===== src/design/ebg_consts.svh =====
// Timing and reset constants for the external bus grant and pin sampling block
`ifndef EBG_CONSTS_SVH
`define EBG_CONSTS_SVH

`define EBG_CLK_PERIOD_PS      32'd8000
`define EBG_MIN_PULSE_NS       32'd10
`define EBG_PLL_SETTLE_CYC     32'd2000
`define EBG_RESET_PERIODS      32'd5
`define EBG_SEL_IDLE           3'h7
`define EBG_FLAG_OUT_RST       1'b0
`define EBG_SYNC_STAGES        2

`endif


===== src/design/ebg_pkg.sv =====
// Types shared by the external bus grant block
package ebg_pkg;
    typedef enum logic [2:0] {
        EBG_OWN,
        EBG_RELEASE,
        EBG_GRANTED,
        EBG_UNGRANT,
        EBG_RECLAIM
    } ebg_state_type;
endpackage


===== src/design/ebg_sync.sv =====
// Two-stage synchroniser for a group of asynchronous pins
`timescale 1ns/1ps
`include "ebg_consts.svh"

module ebg_sync #(
    parameter int WIDTH    = 1,
    parameter logic [WIDTH-1:0] RST_VAL = '1
) (
    input  wire logic             CLOCK_IN,
    input  wire logic             RST_IN,
    input  wire logic             ce_in,
    input  wire logic [WIDTH-1:0] d_in,
    output logic      [WIDTH-1:0] q_out
);
    logic [WIDTH-1:0] meta_r;
    logic [WIDTH-1:0] meta_nxt;
    logic [WIDTH-1:0] q_r;
    logic [WIDTH-1:0] q_nxt;

    // ==========================================
    // Sync stages
    always_comb
    begin
        meta_nxt = ce_in ? d_in : meta_r;
        q_nxt    = ce_in ? meta_r : q_r;
    end

    always_ff @(posedge CLOCK_IN or posedge RST_IN)
    begin
        if (RST_IN)
        begin
            meta_r <= RST_VAL;
            q_r    <= RST_VAL;
        end
        else
        begin
            meta_r <= meta_nxt;
            q_r    <= q_nxt;
        end
    end

    assign q_out = q_r;
endmodule // ebg_sync


===== src/design/ebg_top.sv =====
// Bus request/grant arbiter with interrupt and flag input sampling
// ==========================================
// Functional notes
// A bus request is recognised in the cycle it is sampled valid, else the next cycle.
// Bus grant goes low one cycle after the request was recognised, never the same cycle.
// The bus request is synchronised inside, so the master may drive it asynchronously.
// The master holds each request low for longer than 10 ns.
// Selects and strobes are released before bus grant is driven low.
// Bus grant goes high before selects and strobes are enabled again.
// Interrupt and flag inputs are recognised in the sampled cycle, else the next one.
// A level-sensitive interrupt source holds its line low until serviced.
// An edge-sensitive interrupt source gives low pulses longer than 10 ns.
// After power-up the system holds reset for at least five clock-input periods; the bench releases power-up reset after four clock edges (28 ns).
// The phase-locked loop settles within 2000 clock-input cycles on a stable clock.
// No external access starts while granted; the bus returns only after request and grant end.
// The system keeps reset asserted through the full loop settling interval; here the settle count only starts once reset is released.
`timescale 1ns/1ps
`include "ebg_consts.svh"

module ebg_top #(
    parameter int          IRQ_NUM    = 3,
    parameter logic [31:0] SETTLE_CYC = `EBG_PLL_SETTLE_CYC
) (
    input  wire logic               CLOCK_IN,
    input  wire logic               RST_IN,
    input  wire logic               CE_IN,
    input  wire logic               BUS_REQUEST_N_IN,
    input  wire logic [IRQ_NUM-1:0] EXT_INTERRUPT_N_IN,
    input  wire logic               FLAG_INPUT_IN,
    input  wire logic               FLAG_OUTPUT_SET_IN,
    input  wire logic               CORE_ACC_REQ_IN,
    input  wire logic [2:0]         CORE_SEL_N_IN,
    input  wire logic               CORE_RD_N_IN,
    input  wire logic               CORE_WR_N_IN,
    output logic                    BUS_GRANT_N_OUT,
    output logic                    MEM_DRIVE_EN_OUT,
    output logic                    DATA_MEM_SELECT_N_OUT,
    output logic                    PROG_MEM_SELECT_N_OUT,
    output logic                    BOOT_MEM_SELECT_N_OUT,
    output logic                    RD_N_OUT,
    output logic                    WR_N_OUT,
    output logic                    CORE_ACC_ALLOW_OUT,
    output logic [IRQ_NUM-1:0]      IRQ_LEVEL_OUT,
    output logic [IRQ_NUM-1:0]      IRQ_FALL_OUT,
    output logic                    FLAG_INPUT_OUT,
    output logic                    FLAG_OUTPUT_OUT,
    output logic                    READY_OUT
);
    localparam int SW = IRQ_NUM + 2;

    logic [SW-1:0]         pins_sync;
    logic                  req_act;
    logic [IRQ_NUM-1:0]    irq_act;
    logic                  flag_sync;

    ebg_pkg::ebg_state_type state_r;
    ebg_pkg::ebg_state_type state_nxt;
    logic                  grant_n_r;
    logic                  grant_n_nxt;
    logic                  drive_r;
    logic                  drive_nxt;
    logic [2:0]            sel_n_r;
    logic [2:0]            sel_n_nxt;
    logic                  rd_n_r;
    logic                  rd_n_nxt;
    logic                  wr_n_r;
    logic                  wr_n_nxt;
    logic [IRQ_NUM-1:0]    irq_lvl_r;
    logic [IRQ_NUM-1:0]    irq_lvl_nxt;
    logic [IRQ_NUM-1:0]    irq_fall_r;
    logic [IRQ_NUM-1:0]    irq_fall_nxt;
    logic                  flag_r;
    logic                  flag_nxt;
    logic                  flag_out_r;
    logic                  flag_out_nxt;
    logic [31:0]           settle_r;
    logic [31:0]           settle_nxt;
    logic                  ready;

    // ==========================================
    // Pin synchronisers
    // Async request is caught here so the master needs no synchroniser
    ebg_sync #(
        .WIDTH   (SW),
        .RST_VAL ({SW{1'b1}})
    ) u_sync (
        .CLOCK_IN (CLOCK_IN),
        .RST_IN   (RST_IN),
        .ce_in    (CE_IN),
        .d_in     ({FLAG_INPUT_IN, EXT_INTERRUPT_N_IN, BUS_REQUEST_N_IN}),
        .q_out    (pins_sync)
    );

    assign req_act   = ~pins_sync[0];
    assign irq_act   = ~pins_sync[IRQ_NUM:1];
    assign flag_sync = pins_sync[SW-1];
    assign ready     = (settle_r >= SETTLE_CYC);

    // ==========================================
    // Grant sequencing
    always_comb
    begin
        state_nxt   = state_r;
        grant_n_nxt = grant_n_r;
        drive_nxt   = drive_r;
        sel_n_nxt   = sel_n_r;
        rd_n_nxt    = rd_n_r;
        wr_n_nxt    = wr_n_r;
        settle_nxt  = ready ? settle_r : settle_r + 32'd1;
        case (state_r)
            ebg_pkg::EBG_OWN:
            begin
                sel_n_nxt = CORE_SEL_N_IN;
                rd_n_nxt  = CORE_RD_N_IN;
                wr_n_nxt  = CORE_WR_N_IN;
                if (req_act && ready)
                begin
                    // Recognised now; grant waits one cycle, strobes go idle first
                    state_nxt = ebg_pkg::EBG_RELEASE;
                    sel_n_nxt = `EBG_SEL_IDLE;
                    rd_n_nxt  = 1'b1;
                    wr_n_nxt  = 1'b1;
                    drive_nxt = 1'b0;
                end
            end
            ebg_pkg::EBG_RELEASE:
            begin
                grant_n_nxt = 1'b0;
                state_nxt   = ebg_pkg::EBG_GRANTED;
            end
            ebg_pkg::EBG_GRANTED:
            begin
                if (!req_act)
                begin
                    grant_n_nxt = 1'b1;
                    state_nxt   = ebg_pkg::EBG_UNGRANT;
                end
            end
            ebg_pkg::EBG_UNGRANT:
            begin
                // Grant is already high; drive enable returns one cycle later, selects follow the core two cycles after that
                drive_nxt = 1'b1;
                state_nxt = ebg_pkg::EBG_RECLAIM;
            end
            ebg_pkg::EBG_RECLAIM:
            begin
                state_nxt = ebg_pkg::EBG_OWN;
            end
            default:
            begin
                state_nxt   = ebg_pkg::EBG_OWN;
                grant_n_nxt = 1'b1;
                drive_nxt   = 1'b1;
            end
        endcase
        if (!CE_IN)
        begin
            state_nxt   = state_r;
            grant_n_nxt = grant_n_r;
            drive_nxt   = drive_r;
            sel_n_nxt   = sel_n_r;
            rd_n_nxt    = rd_n_r;
            wr_n_nxt    = wr_n_r;
            settle_nxt  = settle_r;
        end
    end

    // ==========================================
    // Interrupt and flag sampling
    always_comb
    begin
        irq_lvl_nxt  = irq_lvl_r;
        irq_fall_nxt = irq_fall_r;
        flag_nxt     = flag_r;
        flag_out_nxt = flag_out_r;
        if (CE_IN)
        begin
            irq_lvl_nxt  = irq_act;
            irq_fall_nxt = irq_act & ~irq_lvl_r;
            flag_nxt     = flag_sync;
            flag_out_nxt = FLAG_OUTPUT_SET_IN;
        end
    end

    always_ff @(posedge CLOCK_IN or posedge RST_IN)
    begin
        if (RST_IN)
        begin
            state_r    <= ebg_pkg::EBG_OWN;
            grant_n_r  <= 1'b1;
            drive_r    <= 1'b1;
            sel_n_r    <= `EBG_SEL_IDLE;
            rd_n_r     <= 1'b1;
            wr_n_r     <= 1'b1;
            settle_r   <= 32'd0;
            irq_lvl_r  <= '0;
            irq_fall_r <= '0;
            flag_r     <= 1'b1;
            flag_out_r <= `EBG_FLAG_OUT_RST;
        end
        else
        begin
            state_r    <= state_nxt;
            grant_n_r  <= grant_n_nxt;
            drive_r    <= drive_nxt;
            sel_n_r    <= sel_n_nxt;
            rd_n_r     <= rd_n_nxt;
            wr_n_r     <= wr_n_nxt;
            settle_r   <= settle_nxt;
            irq_lvl_r  <= irq_lvl_nxt;
            irq_fall_r <= irq_fall_nxt;
            flag_r     <= flag_nxt;
            flag_out_r <= flag_out_nxt;
        end
    end

    // ==========================================
    // Outputs
    assign BUS_GRANT_N_OUT       = grant_n_r;
    assign MEM_DRIVE_EN_OUT      = drive_r;
    assign DATA_MEM_SELECT_N_OUT = sel_n_r[0];
    assign PROG_MEM_SELECT_N_OUT = sel_n_r[1];
    assign BOOT_MEM_SELECT_N_OUT = sel_n_r[2];
    assign RD_N_OUT              = rd_n_r;
    assign WR_N_OUT              = wr_n_r;
    // Core may start an access only while we own the bus and no request is pending
    assign CORE_ACC_ALLOW_OUT    = (state_r == ebg_pkg::EBG_OWN) && !req_act && ready;
    assign IRQ_LEVEL_OUT         = irq_lvl_r;
    assign IRQ_FALL_OUT          = irq_fall_r;
    assign FLAG_INPUT_OUT        = flag_r;
    assign FLAG_OUTPUT_OUT       = flag_out_r;
    assign READY_OUT             = ready;
endmodule // ebg_top


===== config.mk =====
export PLATFORM = sky130hd
export DESIGN_NAME = ebg_top
export DESIGN_NICKNAME = d
export VERILOG_FILES = /design/src/design/ebg_pkg.sv /design/src/design/ebg_sync.sv /design/src/design/ebg_top.sv
export VERILOG_INCLUDE_DIRS = /design/src /design/src/design
export SDC_FILE = /design/constraint.sdc
export NUM_CORES = 1
export LEC_CHECK = 0
export BUFFER_PORTS_ARGS = -buffer_cell sky130_fd_sc_hd__buf_2
export CAP_MARGIN = 20
export CORE_MARGIN = 8
export CORE_UTILIZATION = 55
export DETAILED_ROUTE_END_ITERATION = 8
export PLACE_DENSITY = 0.87
export SLEW_MARGIN = 10
export SYNTH_ARGS = -nofsm -noshare
export SYNTH_HDL_FRONTEND = slang
export SYNTH_HIERARCHICAL = 1
export SYNTH_SLANG_ARGS = --single-unit
export TNS_END_PERCENT = 30

===== constraint.sdc =====
create_clock -name CLOCK_IN -period 2.8 [get_ports CLOCK_IN]
set_input_delay 0.14 -clock CLOCK_IN [delete_from_list [all_inputs] [get_ports CLOCK_IN]]
set_output_delay 0.14 -clock CLOCK_IN [all_outputs]
set_load 0.02 [all_outputs]

==> flow_summary.json, run 1 <==
{
  "fmax_mhz": 497,
  "cts_made_buffers": 9,
  "worst-path-buf-inv": 1,
  "yosys.area.top_type": "dfrtp_1",
  "cpLargestDelayFamily": "simple AND/OR/NAND/NOR gates",
  "utilization_pct": 65.8,
  "max_stage_delay_ps": 410,
  "ys.warnings.count": 6,
  "clk_latency_ps": 330,
  "rows": 24,
  "place_ws_ps": 1050,
  "drive_gt1_share_pct": 40.4,
  "rsz0062_at_grt": "no",
  "critPathSlowestCell": "nor3_1",
  "cts_hold_buf": 0,
  "cts.clk_slew.worst_paths_ps": 70,
  "clockRootBuffer": "clkbuf_8",
  "grt_max_degree": 51,
  "antenna_cells": 0,
  "cp.required_ps": 2660,
  "status": "complete, no violations",
  "worst_slack_ps": 789,
  "antenna_found_initial": 0,
  "port_buffers": 30,
  "comb_power_share_pct": 18.6,
  "p_clk_share_pct": 35.0,
  "yosysSeqAreaShare_pct": 61.0,
  "drc": 0,
  "drv_slew": 0,
  "worst-path-max-fanout": 3,
  "cts_tree": "built",
  "relSlewSlack_pct": 68.2,
  "drt-pass1-iter-count": 4,
  "grt_pass1_vias": 1438,
  "ys_types": 40,
  "core_sq_um": 4350,
  "die_w_microns": 83.4,
  "clock_skew_ps": 6.98,
  "yosys-top-cells-area": "dfrtp_1 42%, dfstp_2 19%, mux2_4 6.0%, clkbuf_1 3.2%, nor2_1 3.0%",
  "p_per_area_nw_per_um2": 889,
  "layout_commonest_cell": "dfrtp_1",
  "die_area_sq_um": 6960,
  "synth_seq_cells": 60,
  "synth_area_sq_um": 2500,
  "clock-sinks": 60,
  "syn2layout_area_growth_pct": 14.6,
  "worst_slew_pin_slew_ps": 476,
  "synth_top_flop_cell": "dfrtp_1",
  "grt_pass1_wl_microns": 6840,
  "routed_via_density": 5.29,
  "timing.final.crit_share_pct": 71.8,
  "drtAntennaViolNets": 0,
  "gr-total-overflow": 0,
  "vias": 1455,
  "post_cts_buffers": 0,
  "wl_per_cell_microns": 15.1,
  "timing.max_cap.violations": 0,
  "die_h_microns": 83.4,
  "cts_buffer_depth": 2,
  "hold_violations": 0,
  "arrival_ps": 1870,
  "syn_area_per_cell_sq_um": 12.5,
  "synth_cells": 200,
  "drtIter0Drc": 57,
  "p_leak_uw": 0.00142,
  "async_flop_share_pct": 100,
  "start_util_pct": 57.4,
  "p_sw_uw": 715,
  "postCtsResizedCells": 0,
  "syn-num-nets": 217,
  "fin_nets": 235,
  "setup.worst_path.end_class": "output pin",
  "cp-start-kind": "flip-flop",
  "critical_path_class": "reg -> out",
  "hp-class": "in -> reg",
  "yosysTopAreaCellShare_pct": 42.1,
  "wl_microns": 4140,
  "io_pins": 32,
  "grtUsageTotal_pct": 12.4,
  "synth_edf_count": 0,
  "hpwl_microns": 2870,
  "pwr-share-seq_pct": 46.4,
  "place_congestion": 0.731,
  "p_int_uw": 1830,
  "vdd_ir_drop_max_v": 0.000405,
  "fin_crit_ps": 2010,
  "swShare_pct": 28.1,
  "fin_tns_setup_ps": 0,
  "htreeDepth": 3,
  "worstPathCellList": "nor3_1 -> and4_2 -> nand2_1 -> and4_1 -> buf_2",
  "finalSetupViolations": 0,
  "final_cell_mix": "42 x dfrtp_1, 30 x buf_2, 20 x nor2_1, 18 x dfstp_2, 12 x clkbuf_8"
}
## cells in the mapped netlist (3+ instances only)
master	n
dfstp_2	18
inv_1	12
nand3_1	3
a21oi_1	10
nor2_1	20
dfrtp_1	42
mux2_4	10
nor4_4	3
o21ai_0	3
nand4_1	4
clkbuf_1	21
nor4_1	6
mux2_2	5
xor2_1	7
nand2_1	5
## layer usage
layer	wire [microns]	global-route usage (%)	vias to the layer above	part of all wire [%]
li1	-	-	697	-
met1	1930	14.9	709	47
met2	1860	17.8	38	45
met3	272	5.76	11	6.6
met4	85	6.71	0	2.1
met5	0	0	-	0
## registers in the layout, summed over array words and instances (netlist names)
register,count
WR_N_OUT,1
RD_N_OUT,1
u_sync/meta_r,5
BUS_GRANT_N_OUT,1
settle_r,32
sel_n_r,3
MEM_DRIVE_EN_OUT,1
state_r,3
IRQ_LEVEL_OUT,3
u_sync/q_out,5
FLAG_INPUT_OUT,1
FLAG_OUTPUT_OUT,1
IRQ_FALL_OUT,3
## cells by family (layout without fill, tap and decap cells)
family	count (synthesis)	after routing	synth area share, %
DFF	60	60	61.0
and+or+nand+nor	52	52	13.4
xor gates and xnor gates	9	9	3.15
buffers and inverters	38	61	6.71
AOI/OAI and AO/OA	23	23	6.06
adders and majority gates	2	2	1.00
muxes	16	16	8.66
## per-stage QoR
stage | std cells | hold slack [ps] | power (uW) | instance area, sq um
after global routing | 275 | 25.5 | 2670 | 2860
after detailed placement | 257 | 366 | 1670 | 2600
final | 275 | 31.8 | 2540 | 2860
after floorplan | 200 | 226 | 1520 | 2500
after global placement | 257 | 365 | 1630 | 2600
after CTS | 273 | 21.0 | 2570 | 2830
## power groups by stage
| stage | sequential, uW | clock, uW | combinational [uW] |
|---|---|---|---|
| after detailed placement | 1190 | 0 | 472 |
| after CTS | 1180 | 909 | 476 |
| final | 1180 | 891 | 473 |
| after global routing | 1200 | 945 | 526 |
| after global placement | 1180 | 0 | 451 |
| after floorplan | 1240 | 0 | 281 |
## worst reg2reg max path, cell delays in order, from the launching register on
cell and delay, ps:
dfrtp_1 380, nor3_1 410, and4_2 310, and3_1 210, mux2_2 340
## layout make-up
class / instances / area (sq um)
clock inverter: 4 / 70.1
fill: 309 / 1490
clock buffer: 12 / 165
inverter: 12 / 45.0
multi-input combinational: 102 / 807
sequential: 60 / 1520
tap: 52 / 65.1
timing repair buffer: 33 / 188
## path summary, 6_finish.rpt
kind	slack (ps)	cells past startpoint	endpoint	start
worst max-delay path	790	5	CORE_ACC_ALLOW_OUT	settle_r[13]$_DFFE_PP0P_
worst min-delay path	30	2	u_sync/meta_r[2]$_DFFE_PP1P_	EXT_INTERRUPT_N_IN[1]
worst max register to register	1050	4	settle_r[1]$_DFFE_PP0P_	settle_r[13]$_DFFE_PP0P_
worst min register to register	370	0	settle_r[21]$_DFFE_PP0P_	settle_r[21]$_DFFE_PP0P_
max in group asynchronous	1840	4	RD_N_OUT$_DFFE_PP1P_	RST_IN
min in group asynchronous	370	3	IRQ_LEVEL_OUT[2]$_DFFE_PP0P_	RST_IN
Power figures use the tool's default switching activity.
==> run 2: changes to the inputs <==
- CORE_UTILIZATION: 55 -> 51
- PLACE_DENSITY: 0.87 -> 0.85
- clock period: 2.8 -> 1.8 ns (I/O delays scaled with it)
==> run 2 against run 1 <==
  * Critical endpoint is now settle_r[1]$_DFFE_PP0P_
  * Total power up 41%
  * Utilization down 3.8 points
  * Highest routed layer unchanged
  * Combinational power up 56%
  * Critical path depth unchanged
  * Non-clock buffer count up 13
  * Sequential power up 56%
  * Via count up 3.8%
  * Clock-buffer cell count up 2
==> flow_summary.json, run 2 (same netlist as run 1, synthesis figures left out) <==
{
  "utilization_pct": 61.9,
  "p_leak_uw": 0.00144,
  "setup.worst_path.end_class": "flip-flop",
  "stdcell_count": 303,
  "gr-usage-met2_pct": 20.3,
  "rsz0062_at_grt": "yes",
  "dp.cells": 278,
  "die_area_sq_um": 7400,
  "fin_nets": 248,
  "core_sq_um": 4720,
  "port_buffers": 30,
  "cts_tree": "built",
  "rows": 25,
  "critPathSlowestCell": "dfrtp_1",
  "layout_commonest_cell": "dfrtp_1",
  "hold_violations": 0,
  "grt_max_degree": 27,
  "cts_buffer_depth": 2,
  "htreeDepth": 3,
  "start_util_pct": 52.9,
  "worst_slack_ps": 22.8,
  "hp-class": "in -> reg",
  "top_usage_layer": "met2",
  "regMostFlops": "settle_r",
  "fin_tns_setup_ps": 0,
  "relSlewSlack_pct": 64.5,
  "largest_register_ffs": 32,
  "arrival_ps": 1990,
  "grtUsageMet1_pct": 14.4,
  "grt.met3_usage_pct": 6.97,
  "drtAntennaViolNets": 0,
  "fin_crit_ps": 1780,
  "n_fill_cell": 344,
  "finalSetupViolations": 0,
  "worst_slew_pin_slew_ps": 532,
  "cp-start-kind": "flip-flop",
  "clock-sinks": 60,
  "critical_path_class": "reg -> reg",
  "place_ws_ps": 114,
  "timing.final.crit_share_pct": 98.7,
  "status": "complete, no violations",
  "p_per_area_nw_per_um2": 1220,
  "grt_pass1_vias": 1589,
  "fmax_mhz": 563,
  "cts_made_buffers": 9,
  "drc": 0,
  "routed_via_density": 4.98,
  "antenna_cells": 0,
  "grt_pass1_wl_microns": 7360,
  "syn2layout_area_growth_pct": 17.1,
  "drt-pass1-iter-count": 4,
  "gr-total-overflow": 0,
  "final_cell_mix": "42 x dfrtp_1, 29 x buf_2, 20 x nor2_1, 18 x dfstp_2, 11 x inv_1",
  "cp.required_ps": 2010,
  "io_pins": 32,
  "place_congestion": 0.791,
  "die_h_microns": 86.0,
  "hpwl_microns": 2920,
  "antenna_found_initial": 0,
  "vias": 1510,
  "drive_gt1_share_pct": 39.8,
  "grtUsageTotal_pct": 13.0,
  "vdd_ir_drop_max_v": 0.000777,
  "clockRootBuffer": "clkbuf_8",
  "drv_slew": 0,
  "wl_microns": 4360,
  "clock_skew_ps": 9.17,
  "worst-path-max-fanout": 2,
  "worstPathCellList": "nor4_4 -> and4_4 -> buf_4 -> and3_1 -> mux2_2",
  "drtIter0Drc": 52,
  "die_w_microns": 86.0,
  "cts.clk_slew.worst_paths_ps": 60,
  "timing.max_cap.violations": 0,
  "clk_latency_ps": 320,
  "wl_per_cell_microns": 14.4,
  "max_stage_delay_ps": 420
}
-- run 2: layout make-up --
type | count | area [sq um] | area share (%)
Multi-Input combinational cell | 102 | 816 | 27.9
Inverter | 12 | 45.0 | 1.54
Clock inverter | 2 | 10.0 | 0.342
Tap cell | 67 | 83.8 | 2.87
Sequential cell | 60 | 1520 | 52.1
Timing Repair Buffer | 46 | 294 | 10.1
Clock buffer | 14 | 153 | 5.22
-- run 2: power breakdown --
part | total [uW] | leakage, uW | switching [uW] | internal [uW]
logic | 739 | 0.000606 | 419 | 319
registers | 1840 | 0.000746 | 191 | 1640
clock network | 1000 | 0.0000844 | 469 | 534
total | 3580 | 0.00144 | 1080 | 2500
-- run 2: path summary, 6_finish.rpt --
check	start	end	slack (ps)	cells past startpoint
worst max register to register	settle_r[16]$_DFFE_PP0P_	settle_r[1]$_DFFE_PP0P_	20	5
max in group asynchronous	RST_IN	sel_n_r[2]$_DFFE_PP1P_	760	4
worst min-delay path	CORE_SEL_N_IN[0]	sel_n_r[0]$_DFFE_PP1P_	20	3
worst min register to register	settle_r[28]$_DFFE_PP0P_	settle_r[28]$_DFFE_PP0P_	380	0
worst max-delay path	settle_r[16]$_DFFE_PP0P_	settle_r[1]$_DFFE_PP0P_	20	5
min in group asynchronous	RST_IN	settle_r[29]$_DFFE_PP0P_	400	3
-- run 2: worst max-delay path, delay by kind of cell, from the launching register on --
kind / cells / cell delay [ps]
and+or+nand+nor: 3 / 780
DFF: 1 / 420
muxes: 1 / 350
buffers and inverters: 1 / 120
-- run 2: metrics by stage --
stage	total power, uW	area (sq um)	hold WS [ps]
final	3580	2930	20.4
after global routing	3790	2930	17.7
after CTS	3610	2920	7.86
after detailed placement	2590	2660	173
after global placement	2540	2660	158
after floorplan	2370	2500	176
-- run 2: repair_timing --
| action | in CTS | in global routing |
|---|---|---|
| gates cloned | 0 | 0 |
| gates resized for setup | 3 | 2 |
| pin swaps | 4 | 3 |
| endpoints found under the hold margin | 27 | 0 |
| hold buffers | 7 | 0 |
| endpoints found under the setup margin | 1 | 2 |
| buffers inserted | 2 | 0 |
-- run 2: layer usage --
metal	routed length [microns]	share of wire, %	up-vias
li1	-	-	728
met1	1870	43	735
met2	2140	49	39
met3	294	6.8	8
met4	52	1.2	0
met5	0	0	-
==> run 3: changes to the inputs <==
- CORE_ASPECT_RATIO: unset -> 0.9
==> run 3 against run 2 <==
  * The run now ends with setup timing left
  * Final cell count unchanged
  * Critical path depth stayed put
  * Wire length is 3.6% higher
  * Cell area rose by 1.4%
  * Sequential share of layout area fell by 0.70 points
  * Largest power group unchanged
==> flow_summary.json, run 3 (same netlist as run 1, synthesis figures left out) <==
{
  "die_h_microns": 82.4,
  "cp.depth": 5,
  "cp-start-kind": "flip-flop",
  "clock-sinks": 60,
  "place_ws_ps": 160,
  "drtAntennaViolNets": 0,
  "grtUsageTotal_pct": 13.3,
  "cpLargestDelayFamily": "simple AND/OR/NAND/NOR gates",
  "grt_pass1_wl_microns": 7730,
  "power_uw": 3600,
  "hp-class": "in -> reg",
  "hold-path-endpoint": "sel_n_r[1]$_DFFE_PP1P_",
  "drtIter0Drc": 111,
  "syn2layout_area_growth_pct": 18.7,
  "cts_buffer_depth": 2,
  "die_w_microns": 89.8,
  "core_sq_um": 4770,
  "n_fill_cell": 340,
  "multi_input_area_sq_um": 817,
  "vias": 1492,
  "clk_latency_ps": 340,
  "grt_max_degree": 28,
  "seq_area_sq_um": 1520,
  "fin_tns_setup_ps": -44.3,
  "worst-path-max-fanout": 2,
  "p_leak_uw": 0.00146,
  "ff2ff_setup_slack_ps": -10,
  "relSlewSlack_pct": 65.8,
  "cts_made_buffers": 9,
  "port_buffers": 30,
  "worst_slew_pin_slew_ps": 513,
  "fmax_mhz": 544,
  "wl_per_cell_microns": 14.9,
  "drt-pass1-iter-count": 4,
  "critPathSlowestCell": "dfrtp_1",
  "vdd_ir_drop_max_v": 0.000766,
  "critical_path_class": "reg -> out",
  "utilization_pct": 62.1,
  "final_cell_mix": "42 x dfrtp_1, 28 x buf_2, 20 x nor2_1, 18 x dfstp_2, 11 x inv_1",
  "io_pins": 32,
  "largest_register_ffs": 32,
  "setup.worst_path.end_class": "output pin",
  "hold_violations": 0,
  "max_stage_delay_ps": 400,
  "routed_via_density": 4.92,
  "cts_tree": "built",
  "worst-path-buf-inv": 1,
  "arrival_ps": 1750,
  "hpwl_microns": 2890,
  "drv_slew": 0,
  "dp.cells": 276,
  "place_congestion": 0.784,
  "layout_commonest_cell": "dfrtp_1",
  "clockRootBuffer": "clkbuf_8",
  "rows": 24,
  "cts.clk_slew.worst_paths_ps": 60,
  "fin_crit_ps": 1840,
  "gr-total-overflow": 0,
  "p_per_area_nw_per_um2": 1220,
  "hold_path_depth": 3,
  "start_util_pct": 52.3,
  "regToRegEndpoint": "settle_r[1]$_DFFE_PP0P_",
  "antenna_cells": 0,
  "rsz0062_at_grt": "yes",
  "worst_hold_startpoint": "CORE_SEL_N_IN[1]",
  "drive_gt1_share_pct": 42.0,
  "timing.max_cap.violations": 0,
  "stdcell_count": 303,
  "drc": 0,
  "antenna_found_initial": 0,
  "cp.required_ps": 1710,
  "reg2regPathDepth": 5,
  "wl_microns": 4510,
  "status": "finished with violations",
  "grt_pass1_vias": 1651,
  "finalSetupViolations": 2,
  "htreeDepth": 3,
  "timing.final.crit_share_pct": 102,
  "clock_skew_ps": 8.70,
  "violations": "setup timing",
  "worst_slack_ps": -37.7,
  "die_area_sq_um": 7400,
  "worstPathCellList": "nor4_4 -> and4_4 -> nand2_2 -> and4_1 -> buf_6",
  "fin_nets": 250,
  "rr_startpoint": "settle_r[19]$_DFFE_PP0P_",
  "regMostFlops": "settle_r"
}
## run 3: worst reg2reg max path, stage by stage (launching register included)
cell     delay [ps]
dfrtp_1         400
nor4_4          340
and4_4          300
buf_4           120
and3_1          200
mux2_2          340
## run 3: area by class of cell
cell class	count	share of cell area, %
Multi-Input combinational cell	102	27.6
Clock inverter	6	1.01
Timing Repair Buffer	48	11.1
Inverter	12	1.52
Sequential cell	60	51.4
Clock buffer	10	4.64
Tap cell	65	2.74
## run 3: stage by stage
stage          cell area, sq um  hold WS (ps)
2_1_floorplan              2500           176
3_3_place_gp               2670           149
3_5_place_dp               2670           162
4_1_cts                    2940          6.05
5_1_grt                    2970          20.3
6_report                   2970          18.6
## run 3: worst max path at each step
stage | from | end | slack (ps)
floorplan | settle_r[26]$_DFFE_PP0P_ | settle_r[1]$_DFFE_PP0P_ | 180
global placement | settle_r[19]$_DFFE_PP0P_ | settle_r[1]$_DFFE_PP0P_ | 180
detailed placement | settle_r[17]$_DFFE_PP0P_ | settle_r[9]$_DFFE_PP0P_ | 160
CTS | settle_r[30]$_DFFE_PP0P_ | CORE_ACC_ALLOW_OUT | 2
global route | settle_r[19]$_DFFE_PP0P_ | CORE_ACC_ALLOW_OUT | -100
finish | settle_r[19]$_DFFE_PP0P_ | CORE_ACC_ALLOW_OUT | -40
## run 3: power breakdown
part / internal [uW] / switching, uW
Sequential: 1640 / 195
Clock: 520 / 493
Combinational: 325 / 427
## run 3: routing by layer
metal	GRT usage, %	vias to the layer above	share of wire, %
met2	20.9	48	47
met1	15.0	703	44
met5	0	-	0
met4	6.75	0	1.2
li1	-	735	-
met3	6.50	6	7.4
## run 3: timing repair
item                                    4_1_cts  5_1_grt
buffers inserted                              1        2
gates resized for setup                       3        4
hold buffers                                  8        0
hold endpoints to repair                     29        0
endpoints found under the setup margin        1        3
cloned                                        0        0
pin swaps                                     4        3
